`src/logic/energy_nv_pkg.sv`:
```
// Constants and types for the energy counter store and the NV zone check.
// Assumes one 20 MHz clock and an external NV memory with a word port.
//
// Overview of operation
// - Counters of the first set advance only for flow from side_a_bus to side_b_bus.
// - Counters of the second set advance only for flow from side_b_bus to side_a_bus.
// - Only resettable counters may be cleared, from panel or serial; totals only by a counter-zone default load.
// - Every counter is readable by the remote master over the serial register bus.
// - Counters are kept in NV storage and restored at the next power-up.
// - Counters are written to NV only on save events, never per change.
// - A save snapshots all counters at once and writes them as one operation.
// - Entering the stop-and-clear mode triggers a save.
// - Every hour of powered operation triggers a save.
// - Any clear of counters, panel or serial, triggers a save.
// - Fractional sub-counts are saved and restored with the integer parts.
// - A panel clear acts only on resettable counters of the shown page.
// - At power-up every NV zone is checked; invalid zones raise an error code.
// - Code has one bit per zone, calibration 0001 up to text parameters 0080.
// - Several invalid zones report the bitwise union of their bits.
// - While any zone is invalid, normal operation waits for enter plus exit.
// - On enter plus exit, defaults load only into the invalid zones.
// - Without acknowledgement no defaults are written, so the error repeats.
`default_nettype none
package energy_nv_pkg;
   // ======================================================
   // Counter bank
   localparam int NUM_CNT = 8;
   localparam int CNT_W = 32;
   localparam int FRAC_W = 8;
   localparam logic [7:0] FRAC_MAX = 8'h63;
   localparam logic [7:0] RES_MASK = 8'h55;
   localparam logic [7:0] PAGE_AB_MASK = 8'h05;
   localparam logic [7:0] PAGE_BA_MASK = 8'h50;
   localparam logic [1:0] PAGE_AB = 2'h0;
   localparam logic [1:0] PAGE_BA = 2'h1;
   localparam int IDX_REACT_BIT = 1;
   localparam int IDX_B_TO_A_BIT = 2;
   // ======================================================
   // Zones
   localparam logic [7:0] ZONE_CAL = 8'h01;
   localparam logic [7:0] ZONE_MISC = 8'h02;
   localparam logic [7:0] ZONE_CNT = 8'h04;
   localparam logic [7:0] ZONE_PEAK = 8'h08;
   localparam logic [7:0] ZONE_ALT = 8'h10;
   localparam logic [7:0] ZONE_PAR = 8'h20;
   localparam logic [7:0] ZONE_PLC = 8'h40;
   localparam logic [7:0] ZONE_TEXT = 8'h80;
   // ======================================================
   // APB map
   localparam logic [7:0] OFF_CNT0 = 8'h00;
   localparam logic [7:0] OFF_STATUS = 8'h20;
   localparam logic [7:0] OFF_CLEAR = 8'h24;
   localparam logic [7:0] OFF_SAVES = 8'h28;
   localparam int ST_BLOCKED_BIT = 8;
   localparam int ST_BUSY_BIT = 9;
   localparam int ST_SHOW_BIT = 10;
   // ======================================================
   // NV word port: even word integer part, odd word fraction
   localparam int NV_AW = 5;
   localparam logic [4:0] NV_CNT_BASE = 5'h00;
   localparam logic [3:0] NV_LAST_WORD = 4'hf;
   // ======================================================
   // Timing
   localparam longint CLK_HZ = 20000000;
   localparam longint HOUR_S = 3600;
   localparam logic [36:0] HOUR_CYC_DFLT = 37'(HOUR_S * CLK_HZ);
   typedef enum logic [1:0] {ST_WAIT, ST_LOAD, ST_IDLE, ST_SAVE} main_state_e;
   typedef enum logic [1:0] {Z_WAIT, Z_HOLD, Z_RUN} zone_state_e;
endpackage : energy_nv_pkg
`default_nettype wire

```
`src/logic/counter_bank.sv`:
```
// Eight direction-gated energy counters with fraction sub-counts.
// Assumes energy quantum pulses last one cycle each.
`timescale 1ns/1ps
`default_nettype none
module counter_bank
   import energy_nv_pkg::*;
(
   input wire logic pclk,
   input wire logic presetn,
   input wire logic count_en,
   input wire logic act_pulse,
   input wire logic act_b_to_a,
   input wire logic react_pulse,
   input wire logic react_b_to_a,
   input wire logic [7:0] clr_mask,
   input wire logic ld_we,
   input wire logic [2:0] ld_idx,
   input wire logic ld_frac_sel,
   input wire logic [31:0] ld_data,
   output logic [NUM_CNT-1:0][CNT_W-1:0] cnt_int,
   output logic [NUM_CNT-1:0][FRAC_W-1:0] cnt_frac
);
   typedef struct packed {
      logic [NUM_CNT-1:0][CNT_W-1:0] cnt;
      logic [NUM_CNT-1:0][FRAC_W-1:0] frac;
   } bank_s;
   bank_s s_r;
   bank_s s_nxt;
   logic [NUM_CNT-1:0] inc;

   for (genvar i = 0; i < NUM_CNT; i++)
   begin : g_inc
      localparam bit IS_REACT = ((i >> IDX_REACT_BIT) & 1) == 1;
      localparam bit IS_BA = ((i >> IDX_B_TO_A_BIT) & 1) == 1;
      assign inc[i] = count_en && (IS_REACT ? (react_pulse && react_b_to_a == IS_BA)
                                           : (act_pulse && act_b_to_a == IS_BA));
   end

   always_comb
   begin
      s_nxt = s_r;
      for (int k = 0; k < NUM_CNT; k++)
      begin
         if (clr_mask[k])
         begin
            s_nxt.cnt[k] = '0;
            s_nxt.frac[k] = '0;
         end
         else if (inc[k])
         begin
            if (s_r.frac[k] == FRAC_MAX)
            begin
               s_nxt.frac[k] = '0;
               s_nxt.cnt[k] = s_r.cnt[k] + 32'h0000_0001;
            end
            else
               s_nxt.frac[k] = s_r.frac[k] + 8'h01;
         end
      end
      if (ld_we)
      begin
         if (ld_frac_sel)
            s_nxt.frac[ld_idx] = ld_data[FRAC_W-1:0];
         else
            s_nxt.cnt[ld_idx] = ld_data;
      end
   end

   always_ff @(posedge pclk or negedge presetn)
   begin
      if (!presetn)
         s_r <= '0;
      else
         s_r <= s_nxt;
   end

   assign cnt_int = s_r.cnt;
   assign cnt_frac = s_r.frac;
endmodule : counter_bank
`default_nettype wire

```
`src/logic/zone_check.sv`:
```
// Power-up NV zone check, operator acknowledge and default-load request.
// Assumes the NV memory reports per-zone validity once after power-up.
`timescale 1ns/1ps
`default_nettype none
module zone_check
   import energy_nv_pkg::*;
(
   input wire logic pclk,
   input wire logic presetn,
   input wire logic check_done,
   input wire logic [7:0] zone_ok,
   input wire logic key_enter,
   input wire logic key_exit,
   output logic [7:0] err_code,
   output logic err_show,
   output logic run_en,
   output logic [7:0] dflt_zone
);
   typedef struct packed {
      zone_state_e st;
      logic [7:0] code;
      logic show;
      logic run;
      logic [7:0] dflt;
   } zone_s;
   zone_s s_r;
   zone_s s_nxt;

   always_comb
   begin
      s_nxt = s_r;
      s_nxt.dflt = '0;
      case (s_r.st)
         Z_WAIT:
            if (check_done)
            begin
               s_nxt.code = ~zone_ok;
               s_nxt.show = (zone_ok != 8'hff);
               s_nxt.run = (zone_ok == 8'hff);
               s_nxt.st = (zone_ok == 8'hff) ? Z_RUN : Z_HOLD;
            end
         Z_HOLD:
            if (key_enter && key_exit)
            begin
               s_nxt.dflt = s_r.code;
               s_nxt.code = '0;
               s_nxt.show = 1'b0;
               s_nxt.run = 1'b1;
               s_nxt.st = Z_RUN;
            end
         default:
            s_nxt.run = 1'b1;
      endcase
   end

   always_ff @(posedge pclk or negedge presetn)
   begin
      if (!presetn)
         s_r <= '{st: Z_WAIT, default: '0};
      else
         s_r <= s_nxt;
   end

   assign err_code = s_r.code;
   assign err_show = s_r.show;
   assign run_en = s_r.run;
   assign dflt_zone = s_r.dflt;
endmodule : zone_check
`default_nettype wire

```
`src/logic/energy_counter_nv_store_check.sv`:
```
// Top: APB slave, save scheduling, NV restore and save sequencing.
// Assumes an NV word port that answers each held request with one ack pulse.
//
// Register access over APB and the register addresses were decided locally.
`timescale 1ns/1ps
`default_nettype none
module energy_counter_nv_store_check
   import energy_nv_pkg::*;
#(
   parameter logic [36:0] HOUR_CYCLES = HOUR_CYC_DFLT
)
(
   input wire logic pclk,
   input wire logic presetn,
   input wire logic psel,
   input wire logic penable,
   input wire logic pwrite,
   input wire logic [7:0] paddr,
   input wire logic [31:0] pwdata,
   output logic pready,
   output logic [31:0] prdata,
   output logic pslverr,
   input wire logic act_pulse,
   input wire logic act_b_to_a,
   input wire logic react_pulse,
   input wire logic react_b_to_a,
   input wire logic mode_stop_clear,
   input wire logic panel_clear,
   input wire logic [1:0] panel_page,
   input wire logic key_enter,
   input wire logic key_exit,
   input wire logic nv_check_done,
   input wire logic [7:0] nv_zone_ok,
   output logic nv_req,
   output logic nv_we,
   output logic [NV_AW-1:0] nv_addr,
   output logic [31:0] nv_wdata,
   input wire logic [31:0] nv_rdata,
   input wire logic nv_ack,
   output logic [7:0] err_code,
   output logic err_show,
   output logic run_en,
   output logic [7:0] dflt_zone
);
   // ======================================================
   // State
   typedef struct packed {
      main_state_e st;
      logic pready;
      logic [31:0] prdata;
      logic pslverr;
      logic nv_req;
      logic nv_we;
      logic [NV_AW-1:0] nv_addr;
      logic [31:0] nv_wdata;
      logic [3:0] widx;
      logic [NUM_CNT-1:0][CNT_W-1:0] snap_int;
      logic [NUM_CNT-1:0][FRAC_W-1:0] snap_frac;
      logic save_pend;
      logic [36:0] hour_cnt;
      logic mode_d;
      logic [31:0] saves;
   } top_s;
   top_s s_r;
   top_s s_nxt;

   logic [NUM_CNT-1:0][CNT_W-1:0] cnt_int;
   logic [NUM_CNT-1:0][FRAC_W-1:0] cnt_frac;
   logic [7:0] clr_mask;
   logic [7:0] apb_clr;
   logic [7:0] page_mask;
   logic [31:0] rd_data;
   logic rd_hit;
   logic apb_acc;
   logic apb_done;
   logic count_en;
   logic ld_we;
   logic hour_tick;
   logic mode_rise;
   logic save_trig;
   logic save_start;

   // ======================================================
   // Submodules
   counter_bank u_bank (
      .pclk(pclk),
      .presetn(presetn),
      .count_en(count_en),
      .act_pulse(act_pulse),
      .act_b_to_a(act_b_to_a),
      .react_pulse(react_pulse),
      .react_b_to_a(react_b_to_a),
      .clr_mask(clr_mask),
      .ld_we(ld_we),
      .ld_idx(s_r.widx[3:1]),
      .ld_frac_sel(s_r.widx[0]),
      .ld_data(nv_rdata),
      .cnt_int(cnt_int),
      .cnt_frac(cnt_frac)
   );

   zone_check u_zone (
      .pclk(pclk),
      .presetn(presetn),
      .check_done(nv_check_done),
      .zone_ok(nv_zone_ok),
      .key_enter(key_enter),
      .key_exit(key_exit),
      .err_code(err_code),
      .err_show(err_show),
      .run_en(run_en),
      .dflt_zone(dflt_zone)
   );

   // ======================================================
   // APB decode
   assign apb_acc = psel && penable;
   assign apb_done = apb_acc && s_r.pready;

   always_comb
   begin
      rd_data = '0;
      rd_hit = 1'b1;
      if (paddr[1:0] != 2'b00)
         rd_hit = 1'b0;
      else if (paddr < OFF_STATUS)
         rd_data = cnt_int[paddr[4:2]];
      else if (paddr == OFF_STATUS)
      begin
         rd_data[7:0] = err_code;
         rd_data[ST_BLOCKED_BIT] = !run_en;
         rd_data[ST_BUSY_BIT] = (s_r.st == ST_SAVE);
         rd_data[ST_SHOW_BIT] = err_show;
      end
      else if (paddr == OFF_CLEAR)
         rd_data = '0;
      else if (paddr == OFF_SAVES)
         rd_data = s_r.saves;
      else
         rd_hit = 1'b0;
   end

   // ======================================================
   // Clears: requests never reach totals; only a counter-zone default load clears them
   always_comb
   begin
      apb_clr = '0;
      if (apb_done && pwrite && paddr == OFF_CLEAR)
         apb_clr = pwdata[7:0] & RES_MASK;
   end

   always_comb
   begin
      page_mask = '0;
      if (panel_page == PAGE_AB)
         page_mask = PAGE_AB_MASK;
      else if (panel_page == PAGE_BA)
         page_mask = PAGE_BA_MASK;
   end

   always_comb
   begin
      clr_mask = '0;
      if (run_en)
         clr_mask = apb_clr | (panel_clear ? page_mask : 8'h00);
      if (dflt_zone[2])
         clr_mask = 8'hff;
   end

   // ======================================================
   // Save scheduling
   assign count_en = run_en && (s_r.st != ST_LOAD);
   assign hour_tick = (s_r.hour_cnt == HOUR_CYCLES - 37'h0_0000_0001);
   assign mode_rise = mode_stop_clear && !s_r.mode_d;
   assign save_trig = run_en && (hour_tick || mode_rise || (clr_mask != 8'h00));
   assign save_start = (s_r.st == ST_IDLE) && s_r.save_pend;
   assign ld_we = (s_r.st == ST_LOAD) && nv_ack;

   // ======================================================
   // Next state
   always_comb
   begin
      s_nxt = s_r;
      s_nxt.mode_d = mode_stop_clear;

      // One wait state: pready rises in the second access cycle
      if (apb_acc && !s_r.pready)
      begin
         s_nxt.pready = 1'b1;
         s_nxt.prdata = pwrite ? 32'h0000_0000 : rd_data;
         s_nxt.pslverr = !rd_hit;
      end
      else
      begin
         s_nxt.pready = 1'b0;
         s_nxt.pslverr = 1'b0;
      end

      if (hour_tick)
         s_nxt.hour_cnt = '0;
      else
         s_nxt.hour_cnt = s_r.hour_cnt + 37'h0_0000_0001;

      // A trigger in the cycle the save starts stays pending
      s_nxt.save_pend = (s_r.save_pend && !save_start) || save_trig;

      case (s_r.st)
         ST_WAIT:
            if (nv_check_done)
            begin
               if ((nv_zone_ok & ZONE_CNT) != 8'h00)
               begin
                  s_nxt.st = ST_LOAD;
                  s_nxt.nv_req = 1'b1;
                  s_nxt.nv_we = 1'b0;
                  s_nxt.nv_addr = NV_CNT_BASE;
                  s_nxt.widx = '0;
               end
               else
                  s_nxt.st = ST_IDLE;
            end
         ST_LOAD:
            if (nv_ack)
            begin
               if (s_r.widx == NV_LAST_WORD)
               begin
                  s_nxt.st = ST_IDLE;
                  s_nxt.nv_req = 1'b0;
               end
               else
               begin
                  s_nxt.widx = s_r.widx + 4'h1;
                  s_nxt.nv_addr = NV_CNT_BASE + {1'b0, s_r.widx + 4'h1};
               end
            end
         ST_IDLE:
            if (save_start)
            begin
               s_nxt.snap_int = cnt_int;
               s_nxt.snap_frac = cnt_frac;
               s_nxt.st = ST_SAVE;
               s_nxt.nv_req = 1'b1;
               s_nxt.nv_we = 1'b1;
               s_nxt.nv_addr = NV_CNT_BASE;
               s_nxt.widx = '0;
               s_nxt.nv_wdata = cnt_int[0];
            end
         default:
            if (nv_ack)
            begin
               if (s_r.widx == NV_LAST_WORD)
               begin
                  s_nxt.st = ST_IDLE;
                  s_nxt.nv_req = 1'b0;
                  s_nxt.nv_we = 1'b0;
                  s_nxt.saves = s_r.saves + 32'h0000_0001;
               end
               else
               begin
                  s_nxt.widx = s_r.widx + 4'h1;
                  s_nxt.nv_addr = NV_CNT_BASE + {1'b0, s_r.widx + 4'h1};
                  if (s_r.widx[0])
                     s_nxt.nv_wdata = s_r.snap_int[s_r.widx[3:1] + 3'h1];
                  else
                     s_nxt.nv_wdata = {24'h00_0000, s_r.snap_frac[s_r.widx[3:1]]};
               end
            end
      endcase
   end

   // ======================================================
   // Registers
   always_ff @(posedge pclk or negedge presetn)
   begin
      if (!presetn)
         s_r <= '{st: ST_WAIT, default: '0};
      else
         s_r <= s_nxt;
   end

   assign pready = s_r.pready;
   assign prdata = s_r.prdata;
   assign pslverr = s_r.pslverr;
   assign nv_req = s_r.nv_req;
   assign nv_we = s_r.nv_we;
   assign nv_addr = s_r.nv_addr;
   assign nv_wdata = s_r.nv_wdata;
endmodule : energy_counter_nv_store_check
`default_nettype wire

```
`config.mk`:
```
export PLATFORM = sky130hd
export DESIGN_NAME = energy_counter_nv_store_check
export DESIGN_NICKNAME = d
export VERILOG_FILES = /design/src/logic/energy_nv_pkg.sv /design/src/logic/counter_bank.sv /design/src/logic/zone_check.sv /design/src/logic/energy_counter_nv_store_check.sv
export SDC_FILE = /design/constraint.sdc
export NUM_CORES = 2
export LEC_CHECK = 0
export BUFFER_PORTS_ARGS = -buffer_cell sky130_fd_sc_hd__buf_2
export CAP_MARGIN = 20
export CORE_ASPECT_RATIO = 1.75
export CORE_MARGIN = 2
export CORE_UTILIZATION = 40
export DETAILED_ROUTE_END_ITERATION = 10
export GPL_TIMING_DRIVEN = 1
export SKIP_LAST_GASP = 1
export SLEW_MARGIN = 20
export SYNTH_ARGS = -nofsm -noshare
export SYNTH_HDL_FRONTEND = slang
export SYNTH_SLANG_ARGS = --single-unit
```
`constraint.sdc`:
```
create_clock -name pclk -period 2.3 [get_ports pclk]
set_input_delay 0.23 -clock pclk [delete_from_list [all_inputs] [get_ports pclk]]
set_output_delay 0.23 -clock pclk [all_outputs]
set_load 0.05 [all_outputs]
```
==> results.ini <==
[clocking]
max-clock-path-buffers=3
clock_latency_ps=680
cts_tree=built
clock-sinks=804
clkSlewWorstSetupHoldPaths_ps=70
cts-root-buf=clkbuf_16
htreeDepth=3
numCtsBuffers=80

[sta]
post-route-period-util_pct=99.5
rsz0062_at_grt=true
relSlewSlack_pct=37.6
fin_worst_skew_ps=22.6
max_freq_mhz=437
period_needed_ps=2290
slew_violations=0
tightest_slew_ps=935
hold_viol=0
finalSetupViolCount=0
fin_tns_setup_ps=0

[route]
routed_wl_um=155000
drc=0
vias=35400
drtIter0Drc=2871
routedWlPerCell_um=24.9
drt-pass1-iter-count=5
ant_nets=0
via_per_inst=5.67

[worst_setup_path]
cp_data_arrival_time_ps=2840
start_kind=register
slowest_delay_ps=640
critPathRequiredTime_ps=2850
critPathSlowestCell=mux4_2
cp_max_fo=25
worst_setup_path_end_kind=register
cp_cell_sequence=buf_16, mux4_2, o22ai_1, nor4_2, buf_4, a221o_1
critical_path_class=reg -> reg

[logic_synthesis]
synthTopCellsByArea=dfrtp_1 48%, nand2_1 12%, mux4_2 7.1%
synth_compound_area_share_pct=7.57
synth_seq_cells=804
synth_top_area_share_pct=48.2
synthesis.area_um2=41700
yosysMostFrequentCell=nand2_1
synth_top_area_cell=dfrtp_1
ys_seq_area_share_pct=48.2
synth_top_family_by_area=simple AND/OR/NAND/NOR gates
synth_flop_cell=dfrtp_1
synth_warnings=0
yosys.area_share.simple_pct=21.7
synth.distinct_cells=67
synth_edf_count=0
syn_nets=4592
async_flop_share_pct=100
yosys-top-cells-count=1369 x nand2_1, 804 x dfrtp_1, 357 x o21ai_0
synth_fa_ha_area_share_pct=0.600
syn_inst=4475
syn_area_per_cell_um2=9.33
synthMuxAreaShare_pct=9.37
synth_xor_area_share_pct=7.74

[outcome]
status=finished, final reports clean

[global_route]
grt_pass1_vias=36100
grt_overflow=0
grt.total_usage_pct=29.3
antenna_found_initial=9
grt_max_degree=103
grt_pass1_wl_um=230000

[layout]
fillers=9755
final-seq-area_um2=20100
area_growth_pct=20.2
multi_input_area_um2=20100
drive_gt1_share_pct=19.6
nNetsFinal=4952

[min_path]
hold_class=in -> reg

[floorplanning]
rows=156
dieArea_um2=107000
ios=188
core_area_um2=103000
die_y_um=431
start_util_pct=40.3
die_w_um=248

[placement]
routabilityCongestion=0.930
port_buffers=158
hpwl_um=115000

[pwr]
power_w=0.0404
peakVddDrop_v=0.00103
p_leak_nw=22.7
p_per_area_nw_per_um2=807

[flow_run]
drv_cap=0

## cells by family (layout without fill, tap and decap cells)
| family | count (synthesis) | in the layout |
|---|---|---|
| AOI/OAI and AO/OA | 532 | 532 |
| xor gates and xnor gates | 369 | 369 |
| adders and majority gates | 20 | 20 |
| buffers and inverters | 431 | 855 |
| DFF | 804 | 804 |
| muxes | 225 | 225 |
| other | 1 | 5 |
| and+or+nand+nor | 2093 | 2094 |
## cell type report
type	count	area share, %
Inverter	78	0.584
Antenna cell	4	0.0200
Sequential cell	804	40.1
Clock buffer	121	4.87
Tap cell	1343	3.35
Clock inverter	26	0.676
Timing Repair Buffer	630	10.3
Multi-Input combinational cell	3241	40.0
## state kept, by name, summed over array words and instances, names as in the netlist
name / count
nv_addr: 4
nv_req: 1
nv_wdata: 32
nv_we: 1
prdata: 32
pready: 1
pslverr: 1
s_r: 393
u_bank.cnt_frac: 64
u_bank.cnt_int: 256
u_zone.dflt_zone: 8
u_zone.err_code: 8
u_zone.run_en: 1
u_zone.s_r: 2
## where the power goes
| group | switching, W | internal (W) | total [W] | leakage (nW) |
|---|---|---|---|---|
| combinational | 0.00665 | 0.00368 | 0.0103 | 10.4 |
| sequential | 0.000882 | 0.0151 | 0.0160 | 11.0 |
| clock | 0.00599 | 0.00815 | 0.0141 | 1.35 |
| total | 0.0135 | 0.0269 | 0.0404 | 22.7 |
## worst max-delay path, delay by kind of cell, from the launching register on
| kind | cells | cell delay, ps |
|---|---|---|
| buf+inv | 2 | 410 |
| simple gates | 1 | 90 |
| mux | 1 | 640 |
| compound gates | 2 | 500 |
| flops | 1 | 470 |
## routing by layer
metal	vias up	routed length (µm)	GRT usage, %
li1	15800	-	-
met2	1343	76400	49.3
met1	17700	52900	31.3
met5	-	23	0
met4	4	18500	28.5
met3	582	7520	3.57
## through the flow
stage	cells	area (µm²)	hold WS (ps)	util [%]	worst slack (ps)
floorplan	4475	41800	-65.6	-	-11.1
global placement	6046	46500	179	45.0	-166
detailed placement	6046	46500	181	45.0	-202
CTS	6240	49800	0.101	48.1	0.565
global route	6244	50100	26.8	48.5	-49.7
finish	6247	50100	9.83	48.5	10.8
## placed cells by master (no fill, tap or decap), drive strengths merged, types with 23 or more instances in the layout
cell and n:
xor2 108, dfrtp 804, inv 80, dlygate4sd3 45, nand4 85, xnor2 261, mux2i 90, o211ai 24
o31ai 23, nand3 115, buf 584, and3 46, o21ai 358, mux4 132, nand2 1369, nor2 188
a22o 28, nor3 126, clkbuf 122, nor4 57
## worst paths after layout
| check | slack [ps] | startpoint | to | depth (start not counted) |
|---|---|---|---|---|
| max in group asynchronous | 1330 | presetn | s_r[189] | 4 |
| min reg2reg | 470 | s_r[379] | s_r[379] | 2 |
| min in group asynchronous | 90 | presetn | s_r[298] | 2 |
| max reg2reg | 10 | nv_addr[1] | nv_wdata[6] | 6 |
| min | 10 | nv_check_done | u_zone.err_code[7] | 4 |
| max | 10 | nv_addr[1] | nv_wdata[6] | 6 |
## repair_timing
item | in CTS | in global routing
buffers inserted | 1 | 2
hold endpoints to repair | 747 | 0
hold buffers | 45 | 0
setup endpoints to repair | 40 | 136
gates resized for setup | 10 | 60
gates cloned | 1 | 1
pin swaps | 3 | 6
Power figures use the tool's default switching activity.
